===== config.mk =====
export PLATFORM = sky130hd
export DESIGN_NAME = gds_sequencer
export DESIGN_NICKNAME = d
export VERILOG_FILES = /design/src/logic/gds_pkg.sv /design/src/logic/gds_gate_driver.sv /design/src/logic/gds_sequencer.sv
export SDC_FILE = /design/constraint.sdc
export NUM_CORES = 1
export LEC_CHECK = 0
export BUFFER_PORTS_ARGS = -buffer_cell sky130_fd_sc_hd__buf_2
export CAP_MARGIN = 10
export CELL_PAD_IN_SITES_DETAIL_PLACEMENT = 2
export CELL_PAD_IN_SITES_GLOBAL_PLACEMENT = 2
export CORE_ASPECT_RATIO = 0.6
export CORE_MARGIN = 10
export CORE_UTILIZATION = 42
export DETAILED_ROUTE_END_ITERATION = 6
export GPL_TIMING_DRIVEN = 0
export PLACE_DENSITY_LB_ADDON = 0.15
export SYNTH_ARGS = -nofsm -noshare
export SYNTH_HDL_FRONTEND = slang
export SYNTH_SLANG_ARGS = --single-unit

===== constraint.sdc =====
create_clock -name clk_sys -period 18.29 [get_ports clk_sys]
set_input_delay 0 -clock clk_sys [delete_from_list [all_inputs] [get_ports clk_sys]]
set_output_delay 0 -clock clk_sys [all_outputs]
set_load 0.005 [all_outputs]

===== src/logic/gds_pkg.sv =====
// Constants shared by the gate drive sequencer files.
package gds_pkg;

  // ==========================================================================
  // Register byte offsets
  localparam logic [4:0] OFS_CTRL    = 5'h00;
  localparam logic [4:0] OFS_CURRENT = 5'h04;
  localparam logic [4:0] OFS_TIMING  = 5'h08;
  localparam logic [4:0] OFS_PDR     = 5'h0c;
  localparam logic [4:0] OFS_STATUS  = 5'h10;
  localparam logic [4:0] OFS_DELAY   = 5'h14;

  // ==========================================================================
  // Field positions
  localparam int CTRL_EN       = 0;
  localparam int CTRL_HB_MODE  = 1;
  localparam int CTRL_PDR_EN   = 2;
  localparam int CTRL_POST_EN  = 3;
  localparam int CTRL_SEL      = 4;
  localparam int CTRL_HS_LO    = 5;
  localparam int CTRL_LS_LO    = 6;
  localparam int CUR_HS_SRC    = 0;
  localparam int CUR_HS_SNK    = 4;
  localparam int CUR_LS_SRC    = 8;
  localparam int CUR_LS_SNK    = 12;
  localparam int TIM_DRIVE     = 0;
  localparam int TIM_DEAD      = 8;
  localparam int PDR_TARGET    = 0;
  localparam int PDR_GAIN      = 16;
  localparam int PDR_INIT_CHR  = 20;
  localparam int PDR_MAX       = 24;
  localparam int PDR_INIT_DCHR = 28;
  localparam int STAT_FLT_HS   = 0;
  localparam int STAT_FLT_LS   = 1;
  localparam int STAT_LOCK     = 2;
  localparam int STAT_PRE_CHR  = 4;
  localparam int STAT_PRE_DCHR = 8;
  localparam int DLY_OFF       = 16;

  // ==========================================================================
  // Reset values
  localparam logic [6:0]  CTRL_RESET    = 7'h00;
  localparam logic [15:0] CURRENT_RESET = 16'h8888;
  localparam logic [15:0] TIMING_RESET  = 16'h000a;
  localparam logic [31:0] PDR_RESET     = 32'h4f4200a0;

  // ==========================================================================
  // Timing
  localparam int CLK_PERIOD_NS    = 5;
  localparam int DRIVE_UNIT_NS    = 100;
  localparam int DRIVE_UNIT_CYCLES = DRIVE_UNIT_NS / CLK_PERIOD_NS;
  localparam int ERR_SHIFT        = 4;

  // ==========================================================================
  // Gate currents in steps of 5 uA, index 15 first.
  localparam logic [15:0][13:0] CUR_NORMAL = {
    14'h3070, 14'h2580, 14'h1838, 14'h12c0, 14'h0fa0, 14'h0c80, 14'h0960, 14'h0640,
    14'h0578, 14'h04b0, 14'h03e8, 14'h0320, 14'h0258, 14'h0190, 14'h00c8, 14'h0064};
  localparam logic [15:0][13:0] CUR_LOW = {
    14'h01cc, 14'h0168, 14'h0140, 14'h0118, 14'h00f0, 14'h00c8, 14'h00aa, 14'h0091,
    14'h0078, 14'h0052, 14'h0046, 14'h003a, 14'h002e, 14'h0022, 14'h0016, 14'h000a};
  // Hold and strong pulldown levels are fixed in the analog stage; plain defaults.
  localparam logic [13:0] HOLD_CURRENT   = 14'h0190;
  localparam logic [13:0] STRONG_CURRENT = 14'h3070;
  localparam logic [3:0]  POST_CODE      = 4'hf;

endpackage


===== src/logic/gds_gate_driver.sv =====
// One gate driver: peak drive window, hold or strong pulldown, gate check.
`timescale 1ns/1ps
module gds_gate_driver #(
  parameter int TW = 16
) (
  input  wire logic          clk_sys,      // System clock.
  input  wire logic          resetn,       // Asynchronous reset, active low.
  input  wire logic          turn_on,      // Switch-on command pulse.
  input  wire logic          turn_off,     // Switch-off command pulse.
  input  wire logic          gate_high,    // Gate voltage monitor, synchronised.
  input  wire logic          low_range,    // Selects the low current table.
  input  wire logic [3:0]    src_code,     // Source current code.
  input  wire logic [3:0]    snk_code,     // Sink current code.
  input  wire logic [TW-1:0] drive_cycles, // Drive duration in cycles.
  input  wire logic          opp_switching, // Opposite switch is being turned on.
  output logic      [13:0]   gate_current, // Current in 5 uA steps.
  output logic               pull_up,      // High while sourcing.
  output logic               in_drive,     // Peak window, also fault blanking.
  output logic               fault_pulse   // One cycle on gate fault.
);

  typedef enum logic [1:0] {DRV_OFF, DRV_SRC, DRV_HOLD, DRV_SNK} gds_drv_type;

  gds_drv_type   state;
  gds_drv_type   next_state;
  logic [TW-1:0] timer;
  logic [13:0]   next_current;

  wire          peak      = (state == DRV_SRC) || (state == DRV_SNK);
  wire          expire    = peak && (timer == TW'(1)) && !turn_on && !turn_off;
  wire [TW-1:0] load_val  = (drive_cycles == '0) ? TW'(1) : drive_cycles;
  wire [3:0]    sel_code  = (next_state == DRV_SRC) ? src_code : snk_code;
  wire [13:0]   table_val = low_range ? gds_pkg::CUR_LOW[sel_code] : gds_pkg::CUR_NORMAL[sel_code];
  wire          bad_gate  = (state == DRV_SRC) ? !gate_high : gate_high;

  always_comb begin
    next_state = state;
    if (turn_on) begin
      next_state = DRV_SRC;
    end else if (turn_off) begin
      next_state = DRV_SNK;
    end else if (expire) begin
      next_state = (state == DRV_SRC) ? DRV_HOLD : DRV_OFF;
    end
  end

  always_comb begin
    case (next_state)
      DRV_SRC:  next_current = table_val;
      DRV_SNK:  next_current = opp_switching ? gds_pkg::STRONG_CURRENT : table_val;
      DRV_HOLD: next_current = gds_pkg::HOLD_CURRENT;
      default:  next_current = gds_pkg::STRONG_CURRENT;
    endcase
  end

  always_ff @(posedge clk_sys or negedge resetn) begin
    if (!resetn) begin
      state        <= DRV_OFF;
      timer        <= '0;
      gate_current <= gds_pkg::STRONG_CURRENT;
      pull_up      <= 1'b0;
      in_drive     <= 1'b0;
      fault_pulse  <= 1'b0;
    end else begin
      state        <= next_state;
      timer        <= (turn_on || turn_off) ? load_val : (peak ? timer - TW'(1) : timer);
      gate_current <= next_current;
      pull_up      <= (next_state == DRV_SRC) || (next_state == DRV_HOLD);
      in_drive     <= (next_state == DRV_SRC) || (next_state == DRV_SNK);
      fault_pulse  <= expire && bad_gate;
    end
  end
endmodule


===== src/logic/gds_sequencer.sv =====
// Half-bridge gate drive sequencer with register slave and delay loop.
// Behaviour
// - Decode 4-bit codes to sixteen current levels.
// - Low range bit selects small current table.
// - Programmed peak current only during drive duration.
// - Fall back to hold current after duration.
// - Enable switch only after opposite gate off.
// - Optional programmable dead time before enabling.
// - Off driver holds strong pulldown meanwhile.
// - Check gate monitor at duration end; flag.
// - New command ends drive duration early.
// - Delay loop only in half-bridge serial mode.
// - Compare turn-on delay, adapt pre-charge current.
// - Mirror loop adapts pre-discharge sink current.
// - Boost current after the Miller region.
// - Delay loop runs only when enabled.
// - Select bit picks adaptive bridge of pair.
// - Drive duration blanks gate and drain monitors.
// - Adapted currents clamped to programmed maximum.
// - Loop starts from programmed initial current.
//
// The Avalon-MM interface to the registers and the placing of the registers were decided locally.
`timescale 1ns/1ps
module gds_sequencer #(
  parameter int TW             = 16,   // Width of the drive timer.
  parameter int BRIDGE_INDEX   = 0,    // Position of this bridge in its pair.
  parameter bit SERIAL_VARIANT = 1'b1  // Allows the delay loop to run; the register interface is always present.
) (
  input  wire logic        clk_sys,          // System clock, 200 MHz.
  input  wire logic        resetn,           // Asynchronous reset, active low.
  input  wire logic [4:0]  avs_address,      // Byte address.
  input  wire logic        avs_read,         // Read request.
  input  wire logic        avs_write,        // Write request.
  input  wire logic [31:0] avs_writedata,    // Write data.
  input  wire logic [3:0]  avs_byteenable,   // Byte lanes of a write.
  output logic      [31:0] avs_readdata,     // Read data.
  output logic             avs_waitrequest,  // Low for one cycle to answer.
  input  wire logic        pwm_in,           // PWM command pin, high turns on high side.
  input  wire logic        vgs_high_on,      // High-side gate above threshold.
  input  wire logic        vgs_low_on,       // Low-side gate above threshold.
  input  wire logic        sh_above_low,     // Switch node above low threshold.
  input  wire logic        sh_above_high,    // Switch node above high threshold.
  output logic      [13:0] hs_gate_current,  // High-side current, 5 uA steps.
  output logic             hs_pull_up,       // High-side sourcing.
  output logic             hs_blank,         // High-side monitor blanking.
  output logic      [13:0] ls_gate_current,  // Low-side current, 5 uA steps.
  output logic             ls_pull_up,       // Low-side sourcing.
  output logic             ls_blank,         // Low-side monitor blanking.
  output logic             gate_fault_hs,    // Sticky high-side gate fault.
  output logic             gate_fault_ls     // Sticky low-side gate fault.
);

  typedef enum logic [1:0] {BR_IDLE, BR_BREAK, BR_DEAD, BR_ON} gds_bridge_type;

  // ==========================================================================
  // Pin synchronisers
  logic [3:0] sync_a;
  logic [3:0] sync_b;

  always_ff @(posedge clk_sys or negedge resetn) begin
    if (!resetn) begin
      sync_a <= 4'h0;
      sync_b <= 4'h0;
    end else begin
      sync_a <= {sh_above_high, sh_above_low, vgs_low_on, vgs_high_on};
      sync_b <= sync_a;
    end
  end

  logic pwm_a;
  logic pwm_s;

  always_ff @(posedge clk_sys or negedge resetn) begin
    if (!resetn) begin
      pwm_a <= 1'b0;
      pwm_s <= 1'b0;
    end else begin
      pwm_a <= pwm_in;
      pwm_s <= pwm_a;
    end
  end

  wire vgs_hi_s = sync_b[0];
  wire vgs_lo_s = sync_b[1];
  wire sh_lo_s  = sync_b[2];
  wire sh_hi_s  = sync_b[3];

  // ==========================================================================
  // Register slave
  logic [6:0]  ctrl;
  logic [15:0] cur_cfg;
  logic [15:0] tim_cfg;
  logic [31:0] pdr_cfg;
  logic [15:0] last_ton;
  logic [15:0] last_toff;
  logic [3:0]  pre_chr;
  logic [3:0]  pre_dchr;
  logic        locked;

  wire [31:0] wmask  = {{8{avs_byteenable[3]}}, {8{avs_byteenable[2]}},
                        {8{avs_byteenable[1]}}, {8{avs_byteenable[0]}}};
  wire        wr_go  = avs_write && !avs_waitrequest;
  wire        sel_ctl = avs_address[4:2] == gds_pkg::OFS_CTRL[4:2];
  wire        sel_cur = avs_address[4:2] == gds_pkg::OFS_CURRENT[4:2];
  wire        sel_tim = avs_address[4:2] == gds_pkg::OFS_TIMING[4:2];
  wire        sel_pdr = avs_address[4:2] == gds_pkg::OFS_PDR[4:2];
  wire        sel_sts = avs_address[4:2] == gds_pkg::OFS_STATUS[4:2];
  wire        sel_dly = avs_address[4:2] == gds_pkg::OFS_DELAY[4:2];
  wire [31:0] wr_ctl = ({25'h0, ctrl} & ~wmask) | (avs_writedata & wmask);
  wire [31:0] wr_cur = ({16'h0, cur_cfg} & ~wmask) | (avs_writedata & wmask);
  wire [31:0] wr_tim = ({16'h0, tim_cfg} & ~wmask) | (avs_writedata & wmask);
  wire [31:0] wr_pdr = (pdr_cfg & ~wmask) | (avs_writedata & wmask);
  wire [1:0]  clr_flt = (wr_go && sel_sts && avs_byteenable[0]) ?
                        avs_writedata[gds_pkg::STAT_FLT_LS:gds_pkg::STAT_FLT_HS] : 2'b00;
  wire [31:0] status = {20'h0, pre_dchr, pre_chr, 1'b0, locked, gate_fault_ls, gate_fault_hs};
  wire [31:0] rd_mux = sel_ctl ? {25'h0, ctrl} :
                       sel_cur ? {16'h0, cur_cfg} :
                       sel_tim ? {16'h0, tim_cfg} :
                       sel_pdr ? pdr_cfg :
                       sel_sts ? status :
                       sel_dly ? {last_toff, last_ton} : 32'h0;

  // A request is answered one cycle after it is first seen; the write lands
  // on the edge at which waitrequest is sampled low.
  always_ff @(posedge clk_sys or negedge resetn) begin
    if (!resetn) begin
      avs_waitrequest <= 1'b1;
      avs_readdata    <= 32'h0;
    end else begin
      avs_waitrequest <= !((avs_read || avs_write) && avs_waitrequest);
      if (avs_read && avs_waitrequest) begin
        avs_readdata <= rd_mux;
      end
    end
  end

  always_ff @(posedge clk_sys or negedge resetn) begin
    if (!resetn) begin
      ctrl    <= gds_pkg::CTRL_RESET;
      cur_cfg <= gds_pkg::CURRENT_RESET;
      tim_cfg <= gds_pkg::TIMING_RESET;
      pdr_cfg <= gds_pkg::PDR_RESET;
    end else if (wr_go) begin
      ctrl    <= sel_ctl ? wr_ctl[6:0] : ctrl;
      cur_cfg <= sel_cur ? wr_cur[15:0] : cur_cfg;
      tim_cfg <= sel_tim ? wr_tim[15:0] : tim_cfg;
      pdr_cfg <= sel_pdr ? wr_pdr : pdr_cfg;
    end
  end

  // ==========================================================================
  // Configuration fields
  wire        en        = ctrl[gds_pkg::CTRL_EN];
  wire [7:0]  drv_units = tim_cfg[gds_pkg::TIM_DRIVE +: 8];
  wire [7:0]  dead_cfg  = tim_cfg[gds_pkg::TIM_DEAD +: 8];
  wire [15:0] target    = pdr_cfg[gds_pkg::PDR_TARGET +: 16];
  wire [2:0]  kp        = pdr_cfg[gds_pkg::PDR_GAIN +: 3];
  wire [3:0]  pre_max   = pdr_cfg[gds_pkg::PDR_MAX +: 4];
  wire [3:0]  init_chr  = pdr_cfg[gds_pkg::PDR_INIT_CHR +: 4];
  wire [3:0]  init_dchr = pdr_cfg[gds_pkg::PDR_INIT_DCHR +: 4];
  wire [TW-1:0] drive_cycles = TW'(drv_units * gds_pkg::DRIVE_UNIT_CYCLES);
  wire        pdr_active = ctrl[gds_pkg::CTRL_PDR_EN] && ctrl[gds_pkg::CTRL_HB_MODE]
                           && SERIAL_VARIANT && (ctrl[gds_pkg::CTRL_SEL] == BRIDGE_INDEX[0]);

  // ==========================================================================
  // Break-before-make sequencing
  gds_bridge_type bs;
  gds_bridge_type next_bs;
  logic           tgt_high;
  logic [7:0]     dead_cnt;

  wire opp_off     = tgt_high ? !vgs_lo_s : !vgs_hi_s;
  wire want_change = !en || (pwm_s != tgt_high);
  wire make_now    = (bs == BR_DEAD) && (dead_cnt == 8'h00) && opp_off && !want_change;
  wire break_now   = (bs == BR_ON) && want_change;
  wire turn_on_hs  = make_now && tgt_high;
  wire turn_on_ls  = make_now && !tgt_high;
  wire turn_off_hs = break_now && tgt_high;
  wire turn_off_ls = break_now && !tgt_high;

  always_comb begin
    case (bs)
      BR_IDLE:  next_bs = en ? BR_BREAK : BR_IDLE;
      BR_BREAK: next_bs = !en ? BR_IDLE : (want_change || !opp_off) ? BR_BREAK : BR_DEAD;
      BR_DEAD:  next_bs = want_change ? BR_IDLE : make_now ? BR_ON : !opp_off ? BR_BREAK : BR_DEAD;
      BR_ON:    next_bs = want_change ? BR_IDLE : BR_ON;
      default:  next_bs = BR_IDLE;
    endcase
  end

  always_ff @(posedge clk_sys or negedge resetn) begin
    if (!resetn) begin
      bs       <= BR_IDLE;
      tgt_high <= 1'b0;
      dead_cnt <= 8'h00;
    end else begin
      bs       <= next_bs;
      tgt_high <= (bs == BR_IDLE || bs == BR_BREAK) ? pwm_s : tgt_high;
      dead_cnt <= (next_bs != BR_DEAD) ? dead_cfg :
                  (dead_cnt != 8'h00) ? dead_cnt - 8'h01 : dead_cnt;
    end
  end

  // ==========================================================================
  // Delay reduction loop, high side taken as the drive switch
  logic        meas_on;
  logic        meas_off;
  logic [15:0] meas_cnt;

  wire on_done  = meas_on && sh_lo_s;
  wire off_done = meas_off && !sh_hi_s;

  function automatic logic [3:0] adapt_code(input logic [3:0] code, input logic [15:0] meas,
                                            input logic [15:0] tgt, input logic [2:0] gain,
                                            input logic [3:0] cmax);
    logic [15:0] mag;
    logic [18:0] prod;
    logic [4:0]  step;
    logic [4:0]  sum;
    mag  = (meas > tgt) ? meas - tgt : tgt - meas;
    prod = 19'(mag >> gds_pkg::ERR_SHIFT) * 19'(gain);
    step = (prod > 19'h0000f) ? 5'h0f : 5'(prod);
    if (meas > tgt) begin
      sum = 5'(code) + step;
    end else begin
      sum = (5'(code) > step) ? 5'(code) - step : 5'h00;
    end
    adapt_code = (sum > 5'(cmax)) ? cmax : sum[3:0];
  endfunction

  wire [3:0] init_chr_c  = (init_chr > pre_max) ? pre_max : init_chr;
  wire [3:0] init_dchr_c = (init_dchr > pre_max) ? pre_max : init_dchr;
  wire [3:0] adapt_chr   = adapt_code(pre_chr, meas_cnt, target, kp, pre_max);
  wire [3:0] adapt_dchr  = adapt_code(pre_dchr, meas_cnt, target, kp, pre_max);

  always_ff @(posedge clk_sys or negedge resetn) begin
    if (!resetn) begin
      meas_on  <= 1'b0;
      meas_off <= 1'b0;
      meas_cnt <= 16'h0000;
    end else begin
      meas_on  <= turn_on_hs || (meas_on && !on_done && !turn_off_hs);
      meas_off <= turn_off_hs || (meas_off && !off_done && !turn_on_hs);
      meas_cnt <= (turn_on_hs || turn_off_hs) ? 16'h0000 :
                  (meas_cnt != 16'hffff) ? meas_cnt + 16'h0001 : meas_cnt;
    end
  end

  always_ff @(posedge clk_sys or negedge resetn) begin
    if (!resetn) begin
      pre_chr   <= 4'h0;
      pre_dchr  <= 4'h0;
      locked    <= 1'b0;
      last_ton  <= 16'h0000;
      last_toff <= 16'h0000;
    end else if (!pdr_active) begin
      pre_chr  <= init_chr_c;
      pre_dchr <= init_dchr_c;
      locked   <= 1'b0;
    end else begin
      pre_chr   <= on_done ? adapt_chr : (pre_chr > pre_max ? pre_max : pre_chr);
      pre_dchr  <= off_done ? adapt_dchr : (pre_dchr > pre_max ? pre_max : pre_dchr);
      locked    <= locked || on_done || off_done;
      last_ton  <= on_done ? meas_cnt : last_ton;
      last_toff <= off_done ? meas_cnt : last_toff;
    end
  end

  // Pre-charge until the switch node starts to move, boost once it has settled.
  wire post_en = pdr_active && ctrl[gds_pkg::CTRL_POST_EN];
  wire post_on = post_en && hs_blank && hs_pull_up && sh_hi_s;
  wire post_dn = post_en && hs_blank && !hs_pull_up && !sh_lo_s;
  wire [3:0] hs_src_eff = (pdr_active && (meas_on || turn_on_hs)) ? pre_chr :
                          post_on ? gds_pkg::POST_CODE : cur_cfg[gds_pkg::CUR_HS_SRC +: 4];
  wire [3:0] hs_snk_eff = (pdr_active && (meas_off || turn_off_hs)) ? pre_dchr :
                          post_dn ? gds_pkg::POST_CODE : cur_cfg[gds_pkg::CUR_HS_SNK +: 4];

  // ==========================================================================
  // Drivers and fault flags
  logic hs_fault;
  logic ls_fault;

  // A sink window still running when the other side turns on drops to strong pulldown.
  wire hs_opp_sw = turn_on_ls || (ls_blank && ls_pull_up);
  wire ls_opp_sw = turn_on_hs || (hs_blank && hs_pull_up);

  gds_gate_driver #(.TW(TW)) u_hs (
    .clk_sys      (clk_sys),
    .resetn       (resetn),
    .turn_on      (turn_on_hs),
    .turn_off     (turn_off_hs),
    .gate_high    (vgs_hi_s),
    .low_range    (ctrl[gds_pkg::CTRL_HS_LO]),
    .src_code     (hs_src_eff),
    .snk_code     (hs_snk_eff),
    .drive_cycles (drive_cycles),
    .opp_switching (hs_opp_sw),
    .gate_current (hs_gate_current),
    .pull_up      (hs_pull_up),
    .in_drive     (hs_blank),
    .fault_pulse  (hs_fault)
  );

  gds_gate_driver #(.TW(TW)) u_ls (
    .clk_sys      (clk_sys),
    .resetn       (resetn),
    .turn_on      (turn_on_ls),
    .turn_off     (turn_off_ls),
    .gate_high    (vgs_lo_s),
    .low_range    (ctrl[gds_pkg::CTRL_LS_LO]),
    .src_code     (cur_cfg[gds_pkg::CUR_LS_SRC +: 4]),
    .snk_code     (cur_cfg[gds_pkg::CUR_LS_SNK +: 4]),
    .drive_cycles (drive_cycles),
    .opp_switching (ls_opp_sw),
    .gate_current (ls_gate_current),
    .pull_up      (ls_pull_up),
    .in_drive     (ls_blank),
    .fault_pulse  (ls_fault)
  );

  // A fault arriving with the clear wins so that no event is lost.
  always_ff @(posedge clk_sys or negedge resetn) begin
    if (!resetn) begin
      gate_fault_hs <= 1'b0;
      gate_fault_ls <= 1'b0;
    end else begin
      gate_fault_hs <= hs_fault || (gate_fault_hs && !clr_flt[0]);
      gate_fault_ls <= ls_fault || (gate_fault_ls && !clr_flt[1]);
    end
  end
endmodule


==> summary.md, run 1 <==
The tools report the post-synthesis sequential area ratio as 38.7%. The clock root buffer is clkbuf_16. For the clock sink total, the log shows 255. The initial antenna violation count was 3. After synthesis, the share of flip-flops with an asynchronous set or reset is 100%.

Row generation in the floorplan step produced 56 rows. 117 I/O pins were placed. The worst path setup slack after routing was 7.68 ns. Once detail routing completed, the nets flagged for antenna violations numbered 0. The die outline area was 48100 um^2. For the worst-skew pair, the clock arrives at the later sink with an insertion delay of 0.58 ns.

Buffers placed on the I/O ports in this run total 113. For the data arrival time of the worst path, the log shows 11.07 ns. The headroom to the max-slew limit came out at 18.2%. STA classifies the critical path startpoint as a flip-flop.

Counting instances in the post-synthesis netlist gives the leading cell types as 229 x dfrtp_1, 208 x nand2_1, 136 x o21ai_0. The count of maximum capacitance violations was 0; the per-cell routed wire length was 27.7 um. In the post-synthesis netlist, the cell with the most instances is dfrtp_1. For the static power due to leakage, the log shows 0.00890 uW.

In this run the post-CTS setup repair buffer count came out at 0. The H-tree depth came out at 1. Once the floorplan was initialized, standard cells occupied 42.5% of the core. Across the routed clock network, the largest skew measured is 0.0327 ns. VDD sags by at most 72.7 uV. The distinct cell type count after synthesis is 94, and the largest net degree at the start of global routing is 110. The tightest min-delay check is of the in -> async type. The run finished with clean final reports.

Using the TritonRoute via totals, the vias-per-cell ratio works out to 6.06. The post-synthesis register bit count came out at 255. Among all flip-flop cells after synthesis, the most frequent one is dfrtp_1. By area the synthesized netlist is led by dfrtp_1 35%, ha_1 9.3%, mux2_2 6.7%. Kind of end point of the critical path: a flip-flop. The tools report the hold violation total from the final report as 0. Slowest stage cell on the critical path: nor2_1. The period utilization is 58.0%. The logs give 4122 for the number of fillers in the final layout and 16600 um^2 for the post-synthesis instance area. Max-slew violation count: 0.

The number of warnings printed during yosys synthesis was 0. Setup repair after global routing left no endpoint under its margin. The count of mapped cells out of synthesis is 1769, and the number of nets in the layout is 2146. Setup violations remaining at the end of the flow were counted as 0. The area share of the largest cell type after synthesis came out at 34.6%. Of all cell types, the one taking the most synthesized area is dfrtp_1.

The logs give 1130 for the initial DRC count and 15200 for the detailed-route via count. Once layout is complete, the utilization of the core stands at 49.2%. When the netlist entered floorplanning its net count stood at 1958. Global routing used 28.3% of the available tracks.

The tools report the number of gates resized after CTS as 0. The overall die height is 174 um, and the multi-input gate area in the final layout is 9470 um^2. The maximum buffer depth of the clock tree came out at 3.

Summing all flip-flop and latch instances after layout gives 6410 um^2. Yosys mapped a number of flops with a built-in enable equal to 0. The run gives 42 as the number of buffers inserted for hold repair after clock tree synthesis.

The total negative setup slack was 0 ns. After legalization and detailed placement, the total HPWL measured 51500 um. After global routing the overflow that remains totals 0. From synthesis to final layout, the design area changed by 15.8%. The mean cell area of the mapped netlist is 9.37 um^2. The run gives 0.0943 GHz as the achievable frequency.

On the worst path, the slowest cell contributes a delay of 0.67 ns. The tools report the number of buffers created by CTS as 27. The post-placement cell count came out at 2407. The core region is 39000 um^2. Of all nets on the critical path, the largest fanout is 10.

The tools report the number of global-route vias before repair as 16700. TritonCTS built the clock tree. The run gives 7.99 ns as the worst setup timing slack at the placement stage. The fraction of layout instances using a drive strength above 1 works out to 17.1%.

The transition at the pin with the smallest max-transition slack is 1.22 ns, and the areal power density over the cells is 132 nW/um^2. The first-pass iteration count of the detailed router was 5. Counting stages on the worst path, the most repeated cell is a21oi_1.

At the worst endpoint, the required time is 18.76 ns. The logs give 0 for the detailed-route DRC error count and 69400 um for the sum of routed wire length over all layers. The floorplan step set the die width to 277 um.

The smallest clock period supported by the final layout is computed as 10.61 ns. Leaving out filler cells and counting taps, the final layout contains 2502. The critical path in this run is classified as reg -> reg.

The congestion estimate from routability-driven global placement came to 0.938. After clock tree synthesis, the clock-pin slew on the worst setup and hold paths is 0.07 ns. The first global-routing pass estimated 107000 um of wire.
[final timing paths]
| check | end | slack, ns | cells past startpoint |
|---|---|---|---|
| worst min-delay path | u_ls.gate_current[6] | 0.04 | 2 |
| min in group clk_sys | avs_readdata[5] | 0.04 | 4 |
| max in group asynchronous | avs_readdata[23] | 17.64 | 3 |
| worst max register to register | pre_dchr[2] | 7.68 | 38 |
| worst max-delay path | pre_dchr[2] | 7.68 | 38 |
| worst min register to register | sync_b[0] | 0.36 | 0 |
[stage by stage]
stage	hold WS, ns	total power (uW)	cell area, um^2
after CTS	0.00331	2510	19200
after global placement	0.111	1840	17800
after global routing	0.0597	2710	19200
final	0.0423	2540	19200
after detailed placement	-0.0498	1910	17900
after floorplan	-0.296	1500	16600
[power breakdown]
group          internal (uW)  switching, uW
Clock                    315            260
Combinational            427            713
Sequential               672            153
Total                   1410           1120
[metal layers]
metal  global-route usage (%)  vias to the layer above  part of all wire (%)
met5                        0                        -                 0.019
met1                     40.2                     7925                    46
met4                     5.65                        2                   2.0
li1                         -                     6629                     -
met3                     7.84                       88                   8.5
met2                     42.3                      517                    43
[worst max-delay path, delay by kind of cell (launching register included)]
family	cells	cell delay [ns]
AO/OA/AOI/OAI	19	4.91
adder cells (fa/ha/maj)	5	1.97
AND/OR/NAND/NOR	8	1.64
buffers and inverters	3	0.68
XOR/XNOR	2	0.44
flip-flops	1	0.44
multiplexers	1	0.40
[kinds of logic (layout without fill, tap and decap cells)]
group           after synthesis  in the layout  share of synthesized area, %
compound gates              423            423                          16.9
xor+xnor                     68             68                          3.59
fa+ha+maj                   139            139                          11.2
buf+inv                     176            384                          4.23
flops                       255            255                          38.7
mux                         138            138                          9.08
other cells                   0              3                             0
simple gates                570            570                          16.3
[layout make-up]
type / instances / share of cell area, %
multi-input combinational: 1338 / 49.3
sequential: 255 / 33.4
timing repair buffer: 159 / 5.63
clock buffer: 35 / 3.83
tap: 522 / 3.40
inverter: 104 / 2.03
buffer: 72 / 1.62
clock inverter: 14 / 0.762
antenna: 3 / 0.0391
[placed cells by master, fill, tap and decap left out, types with 47 or more instances in the layout]
master and n:
a21oi_1 79, nand2_1 208, clkbuf_1 55, mux2_2 98, dfrtp_1 229, ha_1 123, buf_2 125, xnor2_1 47
inv_1 102, o21ai_0 136, nor2_1 135
Note: power is estimated with default switching activity, not from simulation.
==> run 2, diff against run 1 <==
Settings changed: CORE_UTILIZATION 42 to 39.
Clock period 18.29 ns to 10.3 ns, I/O delays scaled along.
==> summary.md, run 2 (same netlist as run 1, synthesis figures left out) <==
The headroom to the max-slew limit was 24.0% (+5.8 points); the initial antenna violation count was 2 (-1). The die outline area was 51400 um^2 (+7.0%); the final RePlAce weighted congestion was 0.889 (-5.3%). Commonest non-fill, non-tap cell in the layout: dfrtp_1.

The mean number of vias per cell works out to 5.82 (-3.9%). The floorplan row count was 58 (+3.6%); the fraction of layout instances using a drive strength above 1 was 18.3% (+1.2 points). The combinational group share of total power is 43.9% (-1.0 points).

The delay of the slowest cell on the worst path is 0.62 ns (-0.05 ns). The minimum period implied by the final worst setup slack works out to 9.67 ns (-0.935 ns). The post-placement cell count is 2455 (+2.0%). Slowest stage cell on the critical path: dfrtp_1.

Data arrival time of the worst path: 10.16 ns (-0.91 ns). The per-cell routed wire length came out at 26.4 um (-5.0%). The logs give 114 (+3.6%) for the largest net degree at the start of global routing and 0.63 ns (-7.05 ns) for the register-to-register path setup slack. The total negative setup slack is 0 ns (unchanged), and the switching power is 2000 uW (+78%). The number of routed nets with antenna violations was 0 (unchanged).

The flow ran to the end, and the final reports show no timing, DRC or antenna violations. The period utilization is 93.9% (+36 points), and the count of maximum capacitance violations is 0 (unchanged). The tools report the kind of end point of the critical path as a flip-flop. The largest fanout of any net on the critical path works out to 10 (unchanged). The share of power burned in registers was 31.7% (-0.8 points). The overall global routing resource usage is 25.7% (-2.6 points), and the number of buffers created by CTS is 28 (+3.7%). The clock power share is 24.5% (+1.9 points). The setup skew after layout is 0.0380 ns (+0.00532 ns).

Overall power after layout: 4620 uW (+82%). The count of final setup violators came out at 0 (unchanged). The run gives 0.00902 uW (+1.3%) as the static power due to leakage.

The logs give 1020 (-9.7%) for the initial DRC count and 0 (unchanged) for the detailed-route DRC error count. The run gives 67600 um (-2.6%) as the sum of routed wire length over all layers. TritonCTS built the clock tree. The highest ir drop seen on vdd was 149 uV (+100%); the maximum buffer depth of the clock tree was 3 (unchanged). The sum of net half-perimeters after detailed placement is 51300 um (-0.35%). Post-route non-filler standard cell count: 2564 (+2.5%). The placeable core region was 41900 um^2 (+7.5%). The logs give 2160 (+0.65%) for the number of nets in the layout and 10.79 ns (-7.97 ns) for the data required time of the critical path. The H-tree depth is 1 (unchanged). The worst setup path is launched from a flip-flop. The transition at the pin with the smallest max-transition slack came out at 1.14 ns (-0.0822 ns). The tools report the total global routing overflow as 0 (unchanged). The critical register-to-register path endpoint was pre_dchr[2]. For the number of global-route vias before repair, the log shows 16300 (-2.0%). The most critical setup path has its endpoint at pre_dchr[2]. The tools report the clock latency of the later-clocked register in the worst-skew pair as 0.60 ns (+0.02 ns). The count of port buffers added during placement is 113 (unchanged), and the area growth from synthesis to final layout is 17.9%. The worst path setup slack after routing is 0.628 ns (-7.05 ns), and the number of cells on the worst reg-to-reg path is 39 (+2.6%). The horizontal die dimension came out at 286 um (+3.5%). The root buffer cell chosen for the clock tree is clkbuf_16.

The tools report the initial cell density of the core as 39.5% (-3.0 points). Among the stages of the critical path, the cell type that occurs most often is ha_1. The achievable frequency was 0.103 GHz (+9.7%).

The library cells used most frequently in the layout, excluding fill and tap cells, are 229 x dfrtp_1, 208 x nand2_1, 135 x o21ai_0, 133 x nor2_1, 125 x buf_2. The worst register-to-register path begins at meas_cnt[13]. The worst setup timing slack at the placement stage was -0.164 ns (-8.15 ns); the overall die height was 180 um (+3.3%). The areal power density over the cells came out at 236 nW/um^2 (+79%).

The worst setup path is of the reg -> reg kind. The class of the tightest hold or removal check is in -> reg. The hold violation total from the final report was 0 (unchanged).

The internal power is 2620 uW (+85%). Clock slew at the register clock pins of the worst setup and hold paths: 0.07 ns (about the same). First-pass iteration count of the detailed router: 5 (unchanged). The net switching fraction of the power is 43.4% (-0.95 points). Tracing the worst setup path back leads to its startpoint at meas_cnt[13]. The tools report the number of I/O pins as 117 (unchanged). The wire length of the first global-routing pass came out at 103000 um (-3.3%).

Max-slew violation count: 0 (unchanged). The clock sink total is 255 (unchanged). The worst hold slack after final layout came out at 0.0331 ns (-0.00927 ns). Counting instances, the worst hold path has a depth of 4. The detailed-route via count is 14900 (-1.5%).
[run 2: cell types whose count changed in the layout (fill, tap and decap cells not counted), moves of 3 or more]
cell	change
buf_4	+6
clkbuf_1	-5
bufinv_16	+3
clkinv_4	+3
dlygate4sd3_1	+5
[run 2: area by class of cell]
class / count / area (um^2)
buffer: 72 / 315
timing repair buffer: 172 / 1180
fill: 4480 / 22400
multi-input combinational: 1338 / 9510
antenna: 1 / 2.50
tap: 570 / 713
inverter: 104 / 390
clock inverter: 20 / 272
clock buffer: 32 / 746
sequential: 255 / 6410
[run 2: what timing repair did]
action	4_1_cts	5_1_grt
resized for setup	2	14
endpoints found under the hold margin	316	0
hold buffers	47	0
setup endpoints to repair	4	8
buffers inserted	0	6
pin swaps	0	3
[run 2: routing by layer]
layer  share of wire (%)  track usage [%]  vias to the layer above
met2                  42             37.4                      374
met1                  50             38.1                     7848
li1                    -                -                     6657
met5               0.012                0                        -
met4                 1.0             3.38                        2
met3                 7.2             6.70                       48
[run 2: worst max-delay path, delay by kind of cell, from the launching register on]
family | cells | cell delay [ns]
DFF | 1 | 0.62
muxes | 1 | 0.35
and+or+nand+nor | 6 | 0.96
AOI/OAI and AO/OA | 20 | 4.38
buffers and inverters | 5 | 0.99
xor gates and xnor gates | 2 | 0.37
adders and majority gates | 5 | 1.88
[run 2: metrics by stage]
stage,utilization (%),instance area (um^2)
floorplan,-,16600
global placement,42.6,17900
detailed placement,42.7,17900
CTS,46.3,19400
global route,46.6,19500
finish,46.6,19500
[run 2: worst min path at each step]
stage / startpoint / end / slack, ns
floorplan: resetn / async pin / -0.30
global placement: pwm_in / pwm_a / 0.11
detailed placement: resetn / u_ls.gate_current[1] / -0.07
CTS: resetn / u_hs.gate_current[13] / 0.01
global route: resetn / u_hs.gate_current[13] / 0.05
finish: avs_address[3] / avs_readdata[6] / 0.03
[run 2: power groups by stage]
stage	sequential, uW	combinational, uW	clock, uW
floorplan	1340	1320	0
global placement	1460	1820	0
detailed placement	1470	1930	0
CTS	1450	1970	1140
global route	1480	2260	1190
finish	1460	2030	1130
==> run 3, diff against run 2 <==
Settings changed: CTS_BUF_LIST from default to sky130_fd_sc_hd__clkbuf_4 sky130_fd_sc_hd__clkbuf_8 sky130_fd_sc_hd__clkbuf_16.
==> summary.md, run 3 (same netlist as run 1, synthesis figures left out) <==
The detailed-route via count is 14900 (-0.0067%), and the delay of the slowest cell on the worst path is 0.61 ns (about the same). The tools report the initial cell density of the core as 39.5% (unchanged). The per-cell routed wire length was 26.4 um (about the same); the static power due to leakage was 0.00902 uW (about the same). The run gives 6.70% (unchanged) as the global-route track usage on met3. TritonCTS built the clock tree. The clock slew at the register clock pins of the worst setup and hold paths came out at 0.07 ns (about the same). The number of nets in the layout is 2160 (unchanged). The run gives 16300 (-0.024%) as the number of global-route vias before repair. The number of cells on the worst reg-to-reg path was 38 (-2.6%). The post-route core utilization is 46.6% (about the same).

The logs give 10.17 ns (about the same) for the data arrival time of the worst path and 0 (unchanged) for the count of maximum capacitance violations. The areal power density over the cells is 237 nW/um^2 (about the same). The register-to-register path setup slack is 0.61 ns (about the same), and the count of port buffers added during placement is 113 (unchanged). The area growth from synthesis to final layout works out to 17.9% (about the same). The tools report the data required time of the critical path as 10.79 ns (about the same). The wire length of the first global-routing pass was 103000 um (about the same). The routing layer with the top usage in global route is met1. The run gives 5 (unchanged) as the first-pass iteration count of the detailed router. The worst setup path is launched from a flip-flop. The mean number of vias per cell is 5.82 (about the same).

The transition at the pin with the smallest max-transition slack came out at 1.13 ns (-0.00628 ns). The H-tree depth was 1 (unchanged). The run gives 255 (unchanged) as the clock sink total. The run gives 0 (unchanged) as the count of final setup violators. The initial antenna violation count was 2 (unchanged).

The tools report the die outline area as 51400 um^2 (unchanged). The cell depth of the worst min-delay path was 4 (unchanged). The largest fanout of any net on the critical path came out at 10 (unchanged).

The highest ir drop seen on vdd is 149 uV (about the same). The largest net degree at the start of global routing is 114 (unchanged). The sum of net half-perimeters after detailed placement was 51300 um (unchanged). The commonest non-fill, non-tap cell in the layout was dfrtp_1. For the total global routing overflow, the log shows 0 (unchanged). The tools report the maximum buffer depth of the clock tree as 3 (unchanged).

On the critical path, the stage with the largest delay is an instance of dfrtp_1. The critical path start-end classification is reg -> reg. The antenna diode count was 0 (-1); the sum of routed wire length over all layers was 67600 um (about the same). Initial DRC count: 981 (-3.8%). The overall die height is 180 um (unchanged), and the met1 track utilization from global routing is 38.1% (about the same). The floorplan row count is 58 (unchanged), and the minimum period implied by the final worst setup slack is 9.69 ns (+0.0143 ns).

The number of fillers in the final layout is 4479 (-0.022%), and the placement-stage cell area is 17900 um^2 (unchanged). Placeable core region: 41900 um^2 (unchanged). Final RePlAce weighted congestion: 0.889 (unchanged). The fraction of layout instances using a drive strength above 1 is 18.4% (+0.050 points). For the setup skew after layout, the log shows 0.0367 ns (-0.00135 ns). The logs give 25.7% (about the same) for the overall global routing resource usage and 28 (unchanged) for the number of buffers created by CTS.

The detailed-route DRC error count was 0 (unchanged); the hold violation total from the final report was 0 (unchanged). In the layout the commonest cells are 229 x dfrtp_1, 208 x nand2_1, 135 x o21ai_0, 133 x nor2_1, 125 x buf_2. The met2 track utilization from global routing came out at 37.5% (+0.048 points). The clock latency of the later-clocked register in the worst-skew pair came out at 0.60 ns (about the same).

The kind of end point of the critical path is a flip-flop. The clock root buffer was clkbuf_16. The headroom to the max-slew limit came out at 24.4% (+0.42 points). The max-slew violation count was 0 (unchanged). For the number of I/O pins, the log shows 117 (unchanged). The path class of the tightest hold or removal check is in -> reg. The flow ran to the end, and the final reports show no timing, DRC or antenna violations.

The achievable frequency was 0.103 GHz (-0.15%); the period utilization was 94.0% (+0.14 points). The final instance area was 19500 um^2 (about the same); the number of routed nets with antenna violations was 0 (unchanged). The horizontal die dimension was 286 um (unchanged).
[run 3: changes by cell type in the layout (fill, tap and decap cells not counted), sizes merged]
cell,previous run,this run
diode,1,0
[run 3: final cells by class]
type                       instances  area (um^2)  area share [%]
timing repair buffer             172         1180            6.04
tap                              570          713            3.65
sequential                       255         6410            32.8
multi-input combinational       1338         9510            48.7
inverter                         104          390            2.00
clock inverter                    20          272            1.39
buffer                            72          315            1.61
clock buffer                      32          749            3.83
[run 3: routing by layer]
layer	up-vias	part of all wire, %
met5	-	0.012
met1	7851	49
met4	2	1.1
met2	370	42
li1	6655	-
met3	50	7.3
[run 3: final timing paths]
path | startpoint | end
worst max-delay path | meas_cnt[13] | pre_dchr[2]
worst min-delay path | avs_address[3] | avs_readdata[6]
worst max register to register | meas_cnt[13] | pre_dchr[2]
worst min register to register | pwm_a | pwm_s
max in group asynchronous | resetn | pre_chr[0]
min in group asynchronous | resetn | u_ls.gate_current[5]
[run 3: stage by stage]
step	setup slack (ns)	total power, uW	TNS (ns)	instances	hold WS [ns]
final	0.614	4620	0	2563	0.0336
after global routing	-0.0493	4940	-0.0689	2563	0.0480
after CTS	0.0924	4570	0	2554	0.0127
after detailed placement	-0.164	3400	-0.164	2455	-0.0747
after global placement	0.194	3280	0	2452	0.109
after floorplan	2.07	2660	0	1769	-0.296
[run 3: critical path: cells and delay by family, from the launching register on]
kind	cells	cell delay (ns)
AO/OA/AOI/OAI	18	3.88
XOR/XNOR	1	0.22
adder cells (fa/ha/maj)	5	1.76
buffers and inverters	4	0.94
flip-flops	1	0.61
multiplexers	1	0.34
AND/OR/NAND/NOR	9	1.79
[run 3: where the power goes]
group	switching (uW)	internal [uW]
Combinational	1250	772
Clock	480	654
Sequential	271	1190
[run 3: what timing repair did]
action                                 CTS  global route
setup endpoints to repair                4             8
setup buffers                            0             6
pin swaps                                0             3
endpoints found under the hold margin  316             0
hold buffers                            47             0
gates resized for setup                  2            14
